==> config.mk <==
export PLATFORM = sky130hd
export DESIGN_NAME = ebwt_core
export DESIGN_NICKNAME = d
export VERILOG_FILES = /design/src/ebwt_pkg.sv /design/src/ebwt_acc_if.sv /design/src/ebwt_state_cnt.sv /design/src/ebwt_seq.sv /design/src/ebwt_core.sv
export SDC_FILE = /design/constraint.sdc
export NUM_CORES = 1
export LEC_CHECK = 0
export ABC_AREA = 1
export BUFFER_PORTS_ARGS = -buffer_cell sky130_fd_sc_hd__buf_2
export CAP_MARGIN = 20
export CELL_PAD_IN_SITES_DETAIL_PLACEMENT = 1
export CELL_PAD_IN_SITES_GLOBAL_PLACEMENT = 2
export CORE_ASPECT_RATIO = 0.9
export CORE_MARGIN = 2
export CORE_UTILIZATION = 33
export CTS_CLUSTER_SIZE = 8
export DETAILED_ROUTE_END_ITERATION = 16
export PLACE_DENSITY = 0.89
export SLEW_MARGIN = 25
export SYNTH_ARGS = -nofsm -noshare
export SYNTH_HDL_FRONTEND = slang
export SYNTH_HIERARCHICAL = 1
export SYNTH_SLANG_ARGS = --single-unit
==> constraint.sdc <==
create_clock -name pclk -period 3.17 [get_ports pclk]
set_clock_uncertainty 0.05 [all_clocks]
set_input_delay 0.1585 -clock pclk [delete_from_list [all_inputs] [get_ports pclk]]
set_output_delay 0.1585 -clock pclk [all_outputs]
set_load 0.05 [all_outputs]
==> src/ebwt_pkg.sv <==
// ebwt_pkg: constants for the external bus wait timing core
// assumes one clock (pclk) and a single active-low asynchronous reset
package ebwt_pkg;
  // -------------------------------------------------------------------
  // register map (byte addresses, one aligned 32-bit word each)
  // -------------------------------------------------------------------
  localparam logic [7:0]  EBWT_OFS_CTRL     = 8'h00;
  localparam logic [7:0]  EBWT_OFS_PWAIT    = 8'h04;
  localparam logic [7:0]  EBWT_OFS_DWAIT    = 8'h08;
  localparam logic [7:0]  EBWT_OFS_REQ      = 8'h0c;
  localparam logic [7:0]  EBWT_OFS_WDATA    = 8'h10;
  localparam logic [7:0]  EBWT_OFS_STATUS   = 8'h14;
  localparam logic [7:0]  EBWT_OFS_RDATA    = 8'h18;
  localparam logic [7:0]  EBWT_OFS_STATES   = 8'h1c;
  // -------------------------------------------------------------------
  // field positions and reset values
  // -------------------------------------------------------------------
  localparam int          EBWT_CTRL_AUTO3   = 0;
  localparam int          EBWT_REQ_WRITE    = 20;
  localparam int          EBWT_REQ_DATA     = 21;
  localparam int          EBWT_REQ_LEN_LSB  = 24;
  localparam logic [1:0]  EBWT_PWAIT_RST    = 2'h3;
  localparam logic [2:0]  EBWT_DWAIT_RST    = 3'h7;
  // -------------------------------------------------------------------
  // timing
  // -------------------------------------------------------------------
  localparam int          EBWT_MIN_STATES   = 2;
  localparam int          EBWT_MAX_STATES   = 48;
  localparam logic [1:0]  EBWT_AUTO_SHORT   = 2'h2;
  localparam logic [1:0]  EBWT_AUTO_LONG    = 2'h3;
  localparam logic [19:0] EBWT_INT_TOP      = 20'h1ffff;
  localparam int          EBWT_CLK_MHZ      = 100;
  localparam int          EBWT_STATE_NS     = 1000 / EBWT_CLK_MHZ;
  typedef enum logic [1:0] {EBWT_IDLE, EBWT_ADDR, EBWT_HOLD, EBWT_DONE} ebwt_state_t;
endpackage : ebwt_pkg

==> src/ebwt_acc_if.sv <==
`timescale 1ns/1ps
// ebwt_acc_if: access request and completion between core and sequencer
// assumes both ends sit on the same pclk
interface ebwt_acc_if;
  logic        start;
  logic        is_data;
  logic        is_write;
  logic [19:0] addr;
  logic [7:0]  wdata;
  logic [4:0]  total;
  logic        busy;
  logic        done;
  logic [7:0]  rdata;
  modport core (output start, is_data, is_write, addr, wdata, total, input busy, done, rdata);
  modport seq  (input start, is_data, is_write, addr, wdata, total, output busy, done, rdata);
endinterface : ebwt_acc_if

==> src/ebwt_state_cnt.sv <==
`timescale 1ns/1ps
// ebwt_state_cnt: counts instruction states, one per clock pulse
// assumes start pulses one cycle while idle with len in range
module ebwt_state_cnt
  import ebwt_pkg::*;
(
  input  wire logic       pclk,
  input  wire logic       presetn,
  input  wire logic       start,
  input  wire logic [5:0] len,
  output logic      [5:0] state_idx,
  output logic            cycle_end,
  output logic            running
);
  logic [5:0] cnt_r;
  logic       run_r;
  // --------------------------------------------------------------
  // state counter: each pclk pulse is exactly one state
  // --------------------------------------------------------------
  always_ff @(posedge pclk or negedge presetn) begin
    if (!presetn) begin
      cnt_r <= 6'h00;
      run_r <= 1'b0;
    end else if (start && !run_r) begin
      cnt_r <= 6'h01;
      run_r <= 1'b1;
    end else if (run_r) begin
      if (cnt_r >= len) begin
        run_r <= 1'b0;
        cnt_r <= 6'h00;
      end else begin
        cnt_r <= cnt_r + 6'h01;
      end
    end
  end
  assign state_idx = cnt_r;
  assign running   = run_r;
  assign cycle_end = run_r && (cnt_r >= len);
endmodule : ebwt_state_cnt

==> src/ebwt_seq.sv <==
`timescale 1ns/1ps
// ebwt_seq: drives one external access for the requested state count
// assumes total >= 1 and start only while not busy
module ebwt_seq
  import ebwt_pkg::*;
(
  input  wire logic        pclk,
  input  wire logic        presetn,
  input  wire logic        bus_type_strap,
  input  wire logic [7:0]  ext_data_in,
  output logic      [7:0]  port_addr_lo,
  output logic      [7:0]  port_addr_mid,
  output logic      [3:0]  port_addr_hi,
  output logic      [7:0]  port_data_out,
  output logic             port_data_oe,
  output logic             ale,
  output logic             prog_read_strobe_n,
  output logic             read_strobe_n,
  output logic             write_strobe_n,
  ebwt_acc_if.seq          acc
);
  ebwt_state_t st_r;
  logic [4:0]  left_r;
  logic [7:0]  rd_r;
  logic        kind_data_r;
  logic        kind_wr_r;
  logic [7:0]  kind_wdata_r;
  // --------------------------------------------------------------
  // access state machine; outputs frozen while waits count down
  // --------------------------------------------------------------
  always_ff @(posedge pclk or negedge presetn) begin
    if (!presetn) begin
      st_r               <= EBWT_IDLE;
      left_r             <= 5'h00;
      rd_r               <= 8'h00;
      kind_data_r        <= 1'b0;
      kind_wr_r          <= 1'b0;
      kind_wdata_r       <= 8'h00;
      port_addr_lo       <= 8'h00;
      port_addr_mid      <= 8'h00;
      port_addr_hi       <= 4'h0;
      port_data_out      <= 8'h00;
      port_data_oe       <= 1'b0;
      ale                <= 1'b0;
      prog_read_strobe_n <= 1'b1;
      read_strobe_n      <= 1'b1;
      write_strobe_n     <= 1'b1;
    end else begin
      case (st_r)
        EBWT_IDLE: begin
          if (acc.start) begin
            left_r        <= acc.total;
            // the request lines move on once accepted, so keep the kind here
            kind_data_r   <= acc.is_data;
            kind_wr_r     <= acc.is_write;
            kind_wdata_r  <= acc.wdata;
            port_addr_mid <= acc.addr[15:8];
            port_addr_hi  <= acc.addr[19:16];
            if (bus_type_strap) begin
              // separate bus: address on its own port, strobe at once
              port_addr_lo       <= acc.addr[7:0];
              prog_read_strobe_n <= acc.is_data;
              read_strobe_n      <= !(acc.is_data && !acc.is_write);
              write_strobe_n     <= !(acc.is_data && acc.is_write);
              port_data_out      <= acc.wdata;
              port_data_oe       <= acc.is_data && acc.is_write;
              st_r               <= EBWT_HOLD;
            end else begin
              // multiplexed: address phase with latch enable first
              port_data_out <= acc.addr[7:0];
              port_data_oe  <= 1'b1;
              ale           <= 1'b1;
              st_r          <= EBWT_ADDR;
            end
          end
        end
        EBWT_ADDR: begin
          ale                <= 1'b0;
          port_data_out      <= kind_wdata_r;
          port_data_oe       <= kind_data_r && kind_wr_r;
          prog_read_strobe_n <= kind_data_r;
          read_strobe_n      <= !(kind_data_r && !kind_wr_r);
          write_strobe_n     <= !(kind_data_r && kind_wr_r);
          st_r               <= EBWT_HOLD;
        end
        EBWT_HOLD: begin
          // one state per remaining count; nothing on the pins moves
          if (left_r <= 5'h01) begin
            rd_r               <= ext_data_in;
            prog_read_strobe_n <= 1'b1;
            read_strobe_n      <= 1'b1;
            write_strobe_n     <= 1'b1;
            port_data_oe       <= 1'b0;
            st_r               <= EBWT_DONE;
          end else begin
            left_r <= left_r - 5'h01;
          end
        end
        default: st_r <= EBWT_IDLE;
      endcase
    end
  end
  assign acc.busy  = (st_r != EBWT_IDLE);
  assign acc.done  = (st_r == EBWT_DONE);
  assign acc.rdata = rd_r;
endmodule : ebwt_seq

==> src/ebwt_core.sv <==
`timescale 1ns/1ps
// ebwt_core: external bus wait timing core, apb register front end
// assumes an apb master on pclk and straps stable while running
//
// Functional notes
// - one main clock pulse is one state
// - instruction cycle spans 2 to 48 states
// - prefetch one instruction byte during execution
// - program fetch adds 0 to 3 waits
// - data byte access adds 2 or 3
// - data access adds 0 to 7 more
// - strap low: all code fetched externally
// - bus strap high separate, low multiplexed
// - strap high: below 20000h internal
// - separate fetch drives address ports, program read strobe
module ebwt_core
  import ebwt_pkg::*;
(
  input  wire logic                pclk,
  input  wire logic                presetn,
  input  wire logic                psel,
  input  wire logic                penable,
  input  wire logic                pwrite,
  input  wire logic [7:0]          paddr,
  input  wire logic [31:0]         pwdata,
  output logic      [31:0]         prdata,
  output logic                     pready,
  output logic                     pslverr,
  input  wire logic                ext_prog_select_n,
  input  wire logic                bus_type_strap,
  input  wire logic [7:0]          ext_data_in,
  input  wire logic [7:0]          int_rom_data,
  output logic      [19:0]         int_rom_addr,
  output logic      [7:0]          port_addr_lo,
  output logic      [7:0]          port_addr_mid,
  output logic      [3:0]          port_addr_hi,
  output logic      [7:0]          port_data_out,
  output logic                     port_data_oe,
  output logic                     ale,
  output logic                     prog_read_strobe_n,
  output logic                     read_strobe_n,
  output logic                     write_strobe_n
);
  import ebwt_pkg::*;

  // ----------------------------------------------------------------
  // registers
  // ----------------------------------------------------------------
  logic        auto3_r;
  logic [1:0]  prog_wait_count;
  logic [2:0]  data_wait_count;
  logic [19:0] pc_r;
  logic [5:0]  len_r;
  logic        req_data_r;
  logic        req_wr_r;
  logic [19:0] req_addr_r;
  logic [7:0]  wdata_r;
  logic        go_r;
  logic [7:0]  rdata_r;
  logic [7:0]  pf_byte_r;
  logic        pf_valid_r;
  logic        pf_pend_r;
  logic        dat_pend_r;
  logic        ext_path_r;
  logic [7:0]  states_r;
  logic        cur_data_r;

  ebwt_acc_if acc ();

  logic [5:0] state_idx;
  logic       cycle_end;
  logic       running;

  // decode of fetch location, used by both prefetch and status
  function automatic logic fetch_is_ext(input logic sel_n, input logic [19:0] a);
    fetch_is_ext = !sel_n || (a > EBWT_INT_TOP);
  endfunction : fetch_is_ext

  // ----------------------------------------------------------------
  // apb slave: zero wait states, unmapped reads zero with error
  // ----------------------------------------------------------------
  wire apb_acc  = psel && penable;
  wire apb_wr   = apb_acc && pwrite;
  wire req_hit  = apb_wr && (paddr == EBWT_OFS_REQ) && !running;
  assign pready = 1'b1;

  always_comb begin
    pslverr = 1'b0;
    prdata  = 32'h0000_0000;
    if (paddr == EBWT_OFS_CTRL) begin
      prdata = {31'h0, auto3_r};
    end else if (paddr == EBWT_OFS_PWAIT) begin
      prdata = {30'h0, prog_wait_count};
    end else if (paddr == EBWT_OFS_DWAIT) begin
      prdata = {29'h0, data_wait_count};
    end else if (paddr == EBWT_OFS_REQ) begin
      prdata = {2'h0, len_r, 2'h0, req_data_r, req_wr_r, pc_r};
    end else if (paddr == EBWT_OFS_WDATA) begin
      prdata = {24'h0, wdata_r};
    end else if (paddr == EBWT_OFS_STATUS) begin
      prdata = {24'h0, 2'h0, ext_path_r, pf_valid_r, pf_pend_r, dat_pend_r, acc.busy, running};
    end else if (paddr == EBWT_OFS_RDATA) begin
      prdata = {16'h0, pf_byte_r, rdata_r};
    end else if (paddr == EBWT_OFS_STATES) begin
      prdata = {24'h0, states_r};
    end else begin
      pslverr = apb_acc;
    end
  end

  // configuration registers written by software
  always_ff @(posedge pclk or negedge presetn) begin
    if (!presetn) begin
      auto3_r         <= 1'b0;
      prog_wait_count <= EBWT_PWAIT_RST;
      data_wait_count <= EBWT_DWAIT_RST;
      wdata_r         <= 8'h00;
    end else if (apb_wr) begin
      if (paddr == EBWT_OFS_CTRL) begin
        auto3_r <= pwdata[EBWT_CTRL_AUTO3];
      end else if (paddr == EBWT_OFS_PWAIT) begin
        prog_wait_count <= pwdata[1:0];
      end else if (paddr == EBWT_OFS_DWAIT) begin
        data_wait_count <= pwdata[2:0];
      end else if (paddr == EBWT_OFS_WDATA) begin
        wdata_r <= pwdata[7:0];
      end
    end
  end

  // instruction request: length clamped to 2..48 states
  always_ff @(posedge pclk or negedge presetn) begin
    if (!presetn) begin
      pc_r       <= 20'h00000;
      len_r      <= 6'(EBWT_MIN_STATES);
      req_data_r <= 1'b0;
      req_wr_r   <= 1'b0;
      req_addr_r <= 20'h00000;
      go_r       <= 1'b0;
    end else begin
      go_r <= req_hit;
      if (req_hit) begin
        req_addr_r <= pwdata[19:0];
        req_wr_r   <= pwdata[EBWT_REQ_WRITE];
        req_data_r <= pwdata[EBWT_REQ_DATA];
        if (pwdata[29:24] < 6'(EBWT_MIN_STATES)) begin
          len_r <= 6'(EBWT_MIN_STATES);
        end else if (pwdata[29:24] > 6'(EBWT_MAX_STATES)) begin
          len_r <= 6'(EBWT_MAX_STATES);
        end else begin
          len_r <= pwdata[29:24];
        end
      end else if (cycle_end) begin
        pc_r <= pc_r + 20'h00001;
      end
    end
  end

  ebwt_state_cnt u_cnt (
    .pclk      (pclk),
    .presetn   (presetn),
    .start     (go_r),
    .len       (len_r),
    .state_idx (state_idx),
    .cycle_end (cycle_end),
    .running   (running)
  );

  // ----------------------------------------------------------------
  // access scheduling: data access first, then prefetch of next byte
  // ----------------------------------------------------------------
  wire [19:0] next_pc = pc_r + 20'h00001;
  wire        pf_ext  = fetch_is_ext(ext_prog_select_n, next_pc);
  wire        issue_d = dat_pend_r && !acc.busy;
  wire        issue_p = pf_pend_r && !dat_pend_r && !acc.busy && pf_ext;

  always_ff @(posedge pclk or negedge presetn) begin
    if (!presetn) begin
      pf_pend_r  <= 1'b0;
      dat_pend_r <= 1'b0;
      pf_valid_r <= 1'b0;
      pf_byte_r  <= 8'h00;
      rdata_r    <= 8'h00;
      ext_path_r <= 1'b0;
      states_r   <= 8'h00;
      cur_data_r <= 1'b0;
      int_rom_addr <= 20'h00000;
    end else begin
      if (issue_d) begin
        dat_pend_r <= 1'b0;
      end
      if (pf_pend_r && !dat_pend_r && !acc.busy && !pf_ext) begin
        // internal program memory: one state, no wait insertion
        int_rom_addr <= next_pc;
        pf_pend_r    <= 1'b0;
        pf_valid_r   <= 1'b1;
      end
      if (pf_valid_r && !pf_ext && int_rom_addr == next_pc) begin
        pf_byte_r <= int_rom_data;
      end
      if (issue_p) begin
        pf_pend_r <= 1'b0;
      end
      // dat_pend_r drops as the access goes out, so remember its kind
      if (acc.start) begin
        cur_data_r <= dat_pend_r;
      end
      if (acc.done) begin
        if (cur_data_r) begin
          rdata_r <= acc.rdata;
        end else begin
          pf_byte_r  <= acc.rdata;
          pf_valid_r <= 1'b1;
        end
      end
      // a new cycle's request is placed last so it wins over a clear
      if (go_r) begin
        pf_pend_r  <= 1'b1;
        pf_valid_r <= 1'b0;
        dat_pend_r <= req_data_r;
        ext_path_r <= fetch_is_ext(ext_prog_select_n, pc_r + 20'h00001);
        states_r   <= 8'h00;
      end else if (acc.busy) begin
        states_r <= states_r + 8'h01;
      end
    end
  end

  // ----------------------------------------------------------------
  // access request to the sequencer with its total state count
  // ----------------------------------------------------------------
  wire [1:0] auto_n = auto3_r ? EBWT_AUTO_LONG : EBWT_AUTO_SHORT;
  assign acc.start    = issue_d || issue_p;
  assign acc.is_data  = dat_pend_r;
  assign acc.is_write = req_wr_r;
  assign acc.addr     = dat_pend_r ? req_addr_r : next_pc;
  assign acc.wdata    = wdata_r;
  assign acc.total    = dat_pend_r ? 5'({3'h0, auto_n} + {2'h0, data_wait_count})
                                   : 5'({3'h0, prog_wait_count} + 5'h01);

  ebwt_seq u_seq (
    .pclk               (pclk),
    .presetn            (presetn),
    .bus_type_strap     (bus_type_strap),
    .ext_data_in        (ext_data_in),
    .port_addr_lo       (port_addr_lo),
    .port_addr_mid      (port_addr_mid),
    .port_addr_hi       (port_addr_hi),
    .port_data_out      (port_data_out),
    .port_data_oe       (port_data_oe),
    .ale                (ale),
    .prog_read_strobe_n (prog_read_strobe_n),
    .read_strobe_n      (read_strobe_n),
    .write_strobe_n     (write_strobe_n),
    .acc                (acc)
  );
endmodule : ebwt_core

== Word-level counts from Yosys, hierarchy flattened ==
Index checks and enable logic that the tools add are counted.

* Eq/ne operators: 16
* Bitwise gates (word level): 4
* Reduce and logical (&&, ||, !) cells: 55
* Magnitude comparators: 5
* Multiplexer cells: 68
* $add $sub $neg: 6

{| class="wikitable"
|+ Operators with widths
! cell !! number
|-
| $mux W30 || 3
|-
| $mux W8 || 8
|-
| $mux W16 || 3
|-
| $mux W1 || 33
|-
| $eq A8 B5 Y1 const B || 4
|-
| $mux W32 || 1
|-
| $mux W6 || 5
|-
| $add A20 B1 Y20 const B || 1
|-
| $eq A20 B20 Y1 || 1
|-
| $gt A20 B17 Y1 const B || 1
|-
| $mux W20 || 1
|-
| $logic_and A1 B1 Y1 || 17
|-
| $eq A8 B4 Y1 const B || 2
|-
| $pmux W8 S2 || 1
|-
| $reduce_and A3 Y1 || 5
|-
| $reduce_and A2 Y1 || 7
|-
| $pmux W1 S3 || 4
|-
| $reduce_bool A2 Y1 || 6
|-
| $logic_not A1 Y1 || 11
|-
| $mux W5 || 2
|-
| $pmux W5 S2 || 1
|-
| $add A8 B1 Y8 const B || 1
|-
| $eq A8 B3 Y1 const B || 1
|-
| $logic_not A8 Y1 || 1
|-
| 22 further kinds || 34
|}

* Word-level logic and storage cells: 190
* Output and inout bits: 87
* Register bits after elaboration: 177

== Logic depth before layout (Yosys ltp) ==
* Depth after elaboration: 9
* Gate-level depth with buffers: 17
* Gate-level depth less buffers: 17

== By module ==
The synthesis kept the hierarchy.

{| class="wikitable"
|+ By module, submodules not included
! module !! times used !! seq. area each (um2) !! area each (um2) !! cells an instance
|-
| ebwt_core || 1 || 2810.2 || 6577.6 || 915
|-
| ebwt_seq || 1 || 1455.1 || 2717.6 || 291
|-
| ebwt_state_cnt || 1 || 175.2 || 546.8 || 72
|}

== Least setup slack after synthesis ==
Ideal clock, no wire load.

* Path kind: reg2reg
* From: register pc_r[0]
* To: register u_seq.port_data_out[5]
* Clock period less this slack: 2.522 ns
* Path slack: 0.648 ns
* Arrival: 2.390 ns
* Cell stages (with the launch flop): 17
* Buffers on the path: 1
* Library setup time: 0.082 ns
* Data required time: 3.038 ns
* Cells stage by stage: dfrtp_1 > ha_1 > nand2_2 > nor2_8 > nand2_2 > nor2_4 > nand2_1 > nand2_1 > nand2_1 > nand2_1 > nor2_2 > o21ai_0 > nand2_2 > nand2_2 > buf_4 > nor2_1 > a31oi_1

* Word-level cells in the longest chain between the ends: 7
* Elaborated cells on any way between the ends: 11

{| class="wikitable"
|+ RTL lines
! item !! line !! RTL
|-
| start: declaration || ebwt_core.sv:52 || <nowiki>logic [19:0] pc_r;</nowiki>
|-
| start signal: assignment || ebwt_core.sv:154 || <nowiki>pc_r <= pc_r + 20'h00001;</nowiki>
|-
| $add A20 B1 Y20 || ebwt_core.sv:172 || <nowiki>wire [19:0] next_pc = pc_r + 20'h00001;</nowiki>
|-
| $gt A20 B17 Y1 || ebwt_core.sv:76 || <nowiki>fetch_is_ext = !sel_n || (a > EBWT_INT_TOP);</nowiki>
|-
| $logic_or A1 B1 Y1 || ebwt_core.sv:76 ||
|-
| $logic_and A1 B1 Y1 || ebwt_core.sv:175 || <nowiki>wire issue_p = pf_pend_r && !dat_pend_r && !acc.busy && pf_ext;</nowiki>
|-
| $logic_or A1 B1 Y1 || ebwt_core.sv:233 || <nowiki>assign acc.start = issue_d || issue_p;</nowiki>
|-
| via acc.start || ebwt_acc_if.sv:5 || <nowiki>logic start;</nowiki>
|-
| $ne A2 B2 Y1 (no source line) || -- ||
|-
| $reduce_and A2 Y1 (no source line) || -- ||
|-
| end signal: assignment || ebwt_seq.sv:65 || <nowiki>port_data_out <= acc.wdata;</nowiki>
|-
| end signal: assignment || ebwt_seq.sv:70 || <nowiki>port_data_out <= acc.addr[7:0];</nowiki>
|-
| end signal: assignment || ebwt_seq.sv:79 || <nowiki>port_data_out <= kind_wdata_r;</nowiki>
|-
| end: declaration || ebwt_seq.sv:14 || <nowiki>output logic [7:0] port_data_out,</nowiki>
|}

The timed path passes the listed nets, and every way through them passes these cells. The select of a mux whose other input is x is not followed.
A chain may end at the register's enable or synchronous reset.

== Worst setup path after layout ==
* From: register pc_r[1]
* To: register u_seq.kind_wdata_r[5]

* Word-level cells in the longest chain between the ends: 6

{| class="wikitable"
|+ RTL lines
! item !! line !! RTL
|-
| $add A20 B1 Y20 || ebwt_core.sv:172 ||
|-
| $gt A20 B17 Y1 || ebwt_core.sv:76 ||
|-
| $logic_or A1 B1 Y1 || ebwt_core.sv:76 ||
|-
| $logic_and A1 B1 Y1 || ebwt_core.sv:175 ||
|-
| $logic_or A1 B1 Y1 || ebwt_core.sv:233 ||
|-
| via acc.start || ebwt_acc_if.sv:5 ||
|-
| $reduce_and A2 Y1 (no source line) || -- ||
|-
| end signal: assignment || ebwt_seq.sv:56 || <nowiki>kind_wdata_r <= acc.wdata;</nowiki>
|-
| end: declaration || ebwt_seq.sv:27 || <nowiki>logic [7:0] kind_wdata_r;</nowiki>
|}

The timed path passes the listed nets, and every way through them passes these cells.

==> results by group <==
Global routing
  • Largest net degree at the start of global routing: 65
  • Initial antenna violation count: 1
  • Met3 Usage GRT: 3.33%
  • GR Util met1: a little under a third
  • Remaining Overflow, GRT: 0
  • First-pass GRT wire length: roughly 53 mm
  • Number of global-route vias before repair: 9,615
  • GR peak layer: met2
  • Met2 GRT Util: 35.2%
  • All-layer global routing usage: 22.2%

Setup path
  • Critical path class: reg -> reg
  • Critical path launch point type: register
  • Setup crit end kind: register
  • CP Max Fanout: 8
  • Worst Path Required: ~3.5 ns
  • Data arrival, critical path: around 3.2 ns

Clock tree
  • Postcts setup bufs: 0
  • Worst-path clk slew: about 0.080 ns
  • Clock sinks: about 180
  • Clk root buf: clkbuf_16
  • Clock latency on the worst-skew pair: approximately 0.45 ns
  • Clock buffer depth: 2
  • Num CTS Buffers: 17
  • Number of H-tree levels: 4
  • CTS tree: done

STA
  • RSZ-0062 raised after global routing: no
  • Pins over their slew limit: 0
  • Hold Slack: 0.0373 ns
  • Final worst setup slack: around 0.21 ns
  • Fin. Hold Viols: 0
  • Final Setup Violations: 0
  • Fin Setup TNS: 0 ns
  • Tmin final: between 2 and 3 ns
  • Tcrit/Tclk final: 93.3%
  • Rel. slew slack: about 42%
  • Worst Tran Pin Value: 0.866 ns
  • FMAX: about 340 MHz

Synth
  • Mapped Cells: between 1,000 and 1,500
  • Post-synthesis cell area: roughly 9800 µm²
  • Async set-reset flop share out of synthesis: between 90% and 100%
  • Top post-synthesis cells by area: dfrtp_1 43%, nand2_1 15%, o21ai_0 6.2%
  • Synth warn: 6
  • Top FF cell, synth: dfrtp_1
  • Post-synthesis sequential area ratio: 45.1%
  • Yosys cell types: 46
  • Post-synth EDFFs: 0
  • Cell taking the most area after synthesis: dfrtp_1
  • Mean post-synth cell area: approximately 7.7 µm²
  • Post-synth top area share: 42.7%
  • Yosys reg bits: ~180

Power and ir drop
  • Pleak: ~6.2 nW
  • VDD IR max: around 0.00038 V
  • P per Cell Area: around 620 nW/µm²
  • Power, Total: ~7.6 mW

Floorplan
  • Initial Util: around 34%
  • Die Y: between 150 and 200 µm
  • I/O pins: 150
  • Die Wd: between 150 and 200 µm
  • Die area: approximately 31,000 µm²
  • # rows: roughly 60
  • Core outline area: 29,200 µm²

Drt
  • Routed Antenna Nets: 0
  • Vias: between 9,000 and 10,000
  • Via density: around 5
  • Drt drc: 0
  • Initial DRC count: 460
  • Drt first pass iters: 7
  • DRT Wirelength: 33.2 mm
  • Post-DR wirelength/cell: around 18 µm

Final layout
  • Fin nets: around 1,600
  • Commonest non-fill, non-tap cell in the layout: nand2_1
  • Synth-to-Final Area Change: 23.8%
  • Layout cells sized above 1: 20.1%
  • Final core utilization: 41.8%
  • # diodes: 0
  • Highest-count cells in the layout ignoring fill and taps: 405 x nand2_1, 168 x dfrtp_1, 152 x inv_1

Flow run
  • Max-cap violations: 0

Place
  • Port-buffer cells: 140
  • Worst slack, placed: 0.0456 ns
  • HPWL after DPL: roughly 25 mm
  • RePlAce Congestion: slightly below 0.9

Worst hold path
  • Worst min path class: in -> reg

Run status
  • Status: completed
power by group:
group	internal [mW]	switching, mW	total (mW)
Combinational	0.699	1.56	2.26
Sequential	2.66	0.287	2.95
Clock	1.34	1.01	2.35
Total	4.71	2.85	7.56
cell type report:
class | count | area, µm²
clock inverter | 13 | 201
fill | 3602 | 17000
timing repair buffer | 213 | 1390
multi-input combinational | 905 | 4620
tap | 396 | 495
sequential | 177 | 4440
clock buffer | 19 | 433
inverter | 163 | 612
registers in the layout, indices dropped and copies added (netlist names), 4 cells and up:
| name | flops |
|---|---|
| int_rom_addr | 20 |
| pc_r | 20 |
| req_addr_r | 20 |
| acc.wdata | 8 |
| pf_byte_r | 8 |
| rdata_r | 8 |
| states_r | 8 |
| u_seq/acc.rdata | 8 |
| u_seq/kind_wdata_r | 8 |
| u_seq/port_addr_lo | 8 |
| u_seq/port_addr_mid | 8 |
| u_seq/port_data_out | 8 |
| len_r | 6 |
| u_cnt/state_idx | 6 |
| u_seq/left_r | 5 |
| u_seq/port_addr_hi | 4 |
worst paths after layout:
kind,startpoint,slack (ns),cells past startpoint,end
setup / recovery,pc_r[1]$_DFFE_PN0P_,0.21,14,u_seq/kind_wdata_r[5]$_DFFE_PN0P_
hold / removal,pwdata[0],0.04,3,auto3_r$_DFFE_PN0P_
setup reg to reg,pc_r[1]$_DFFE_PN0P_,0.21,14,u_seq/kind_wdata_r[5]$_DFFE_PN0P_
hold reg to reg,states_r[5]$_DFFE_PN0P_,0.40,1,states_r[6]$_DFFE_PN0P_
max in group asynchronous,presetn,1.81,3,pf_byte_r[2]$_DFF_PN0_
min in group asynchronous,presetn,0.23,2,u_seq/kind_wdata_r[4]$_DFFE_PN0P_
through the flow:
step | std cells | instance area (µm²)
after floorplan | 1282 | 9860
after CTS | 1886 | 12200
final | 1886 | 12200
after global placement | 1811 | 11100
after global routing | 1886 | 12200
after detailed placement | 1811 | 11100
synth_stat cells (all sizes together) (5+ instances only):
cell    instances
nand2         417
dfrtp         168
inv           162
o21ai         136
nor2          105
nand3          82
mux2           29
a21oi          22
clkbuf         20
ha             19
a31oi          18
buf            17
nand4          14
nor3           12
o211ai         12
dfstp           9
o21a            6
o21bai          5
routing by layer:
layer | up-vias | part of all wire [%]
li1 | 4502 | -
met1 | 4519 | 49
met2 | 185 | 46
met3 | 33 | 4.1
met4 | 0 | 1.4
met5 | - | 0
what timing repair did:
item,4_1_cts,5_1_grt
hold endpoints to repair,109,0
gates resized for setup,0,4
endpoints found under the setup margin,0,18
hold buffers,43,0
logic make-up after synthesis:
group	share of synthesized area, %
mux	3.32
simple gates	27.9
other cells	0.0763
xor+xnor	0.852
buf+inv	8.30
flops	45.1
fa+ha+maj	2.42
compound gates	12.0
worst max-delay path, cell delays in order (launching register included):
cell,delay (ns)
dfrtp_1,0.46
ha_1,0.29
nand2_2,0.14
nor2_8,0.17
nand2_2,0.11
nor2_4,0.18
nand2_1,0.08
nand2_1,0.06
nand2_1,0.07
nand2_1,0.09
nor2_2,0.05
o21ai_0,0.33
nand2_2,0.24
buf_4,0.24
mux2_2,0.28
Note: power is estimated with default switching activity, not from simulation.
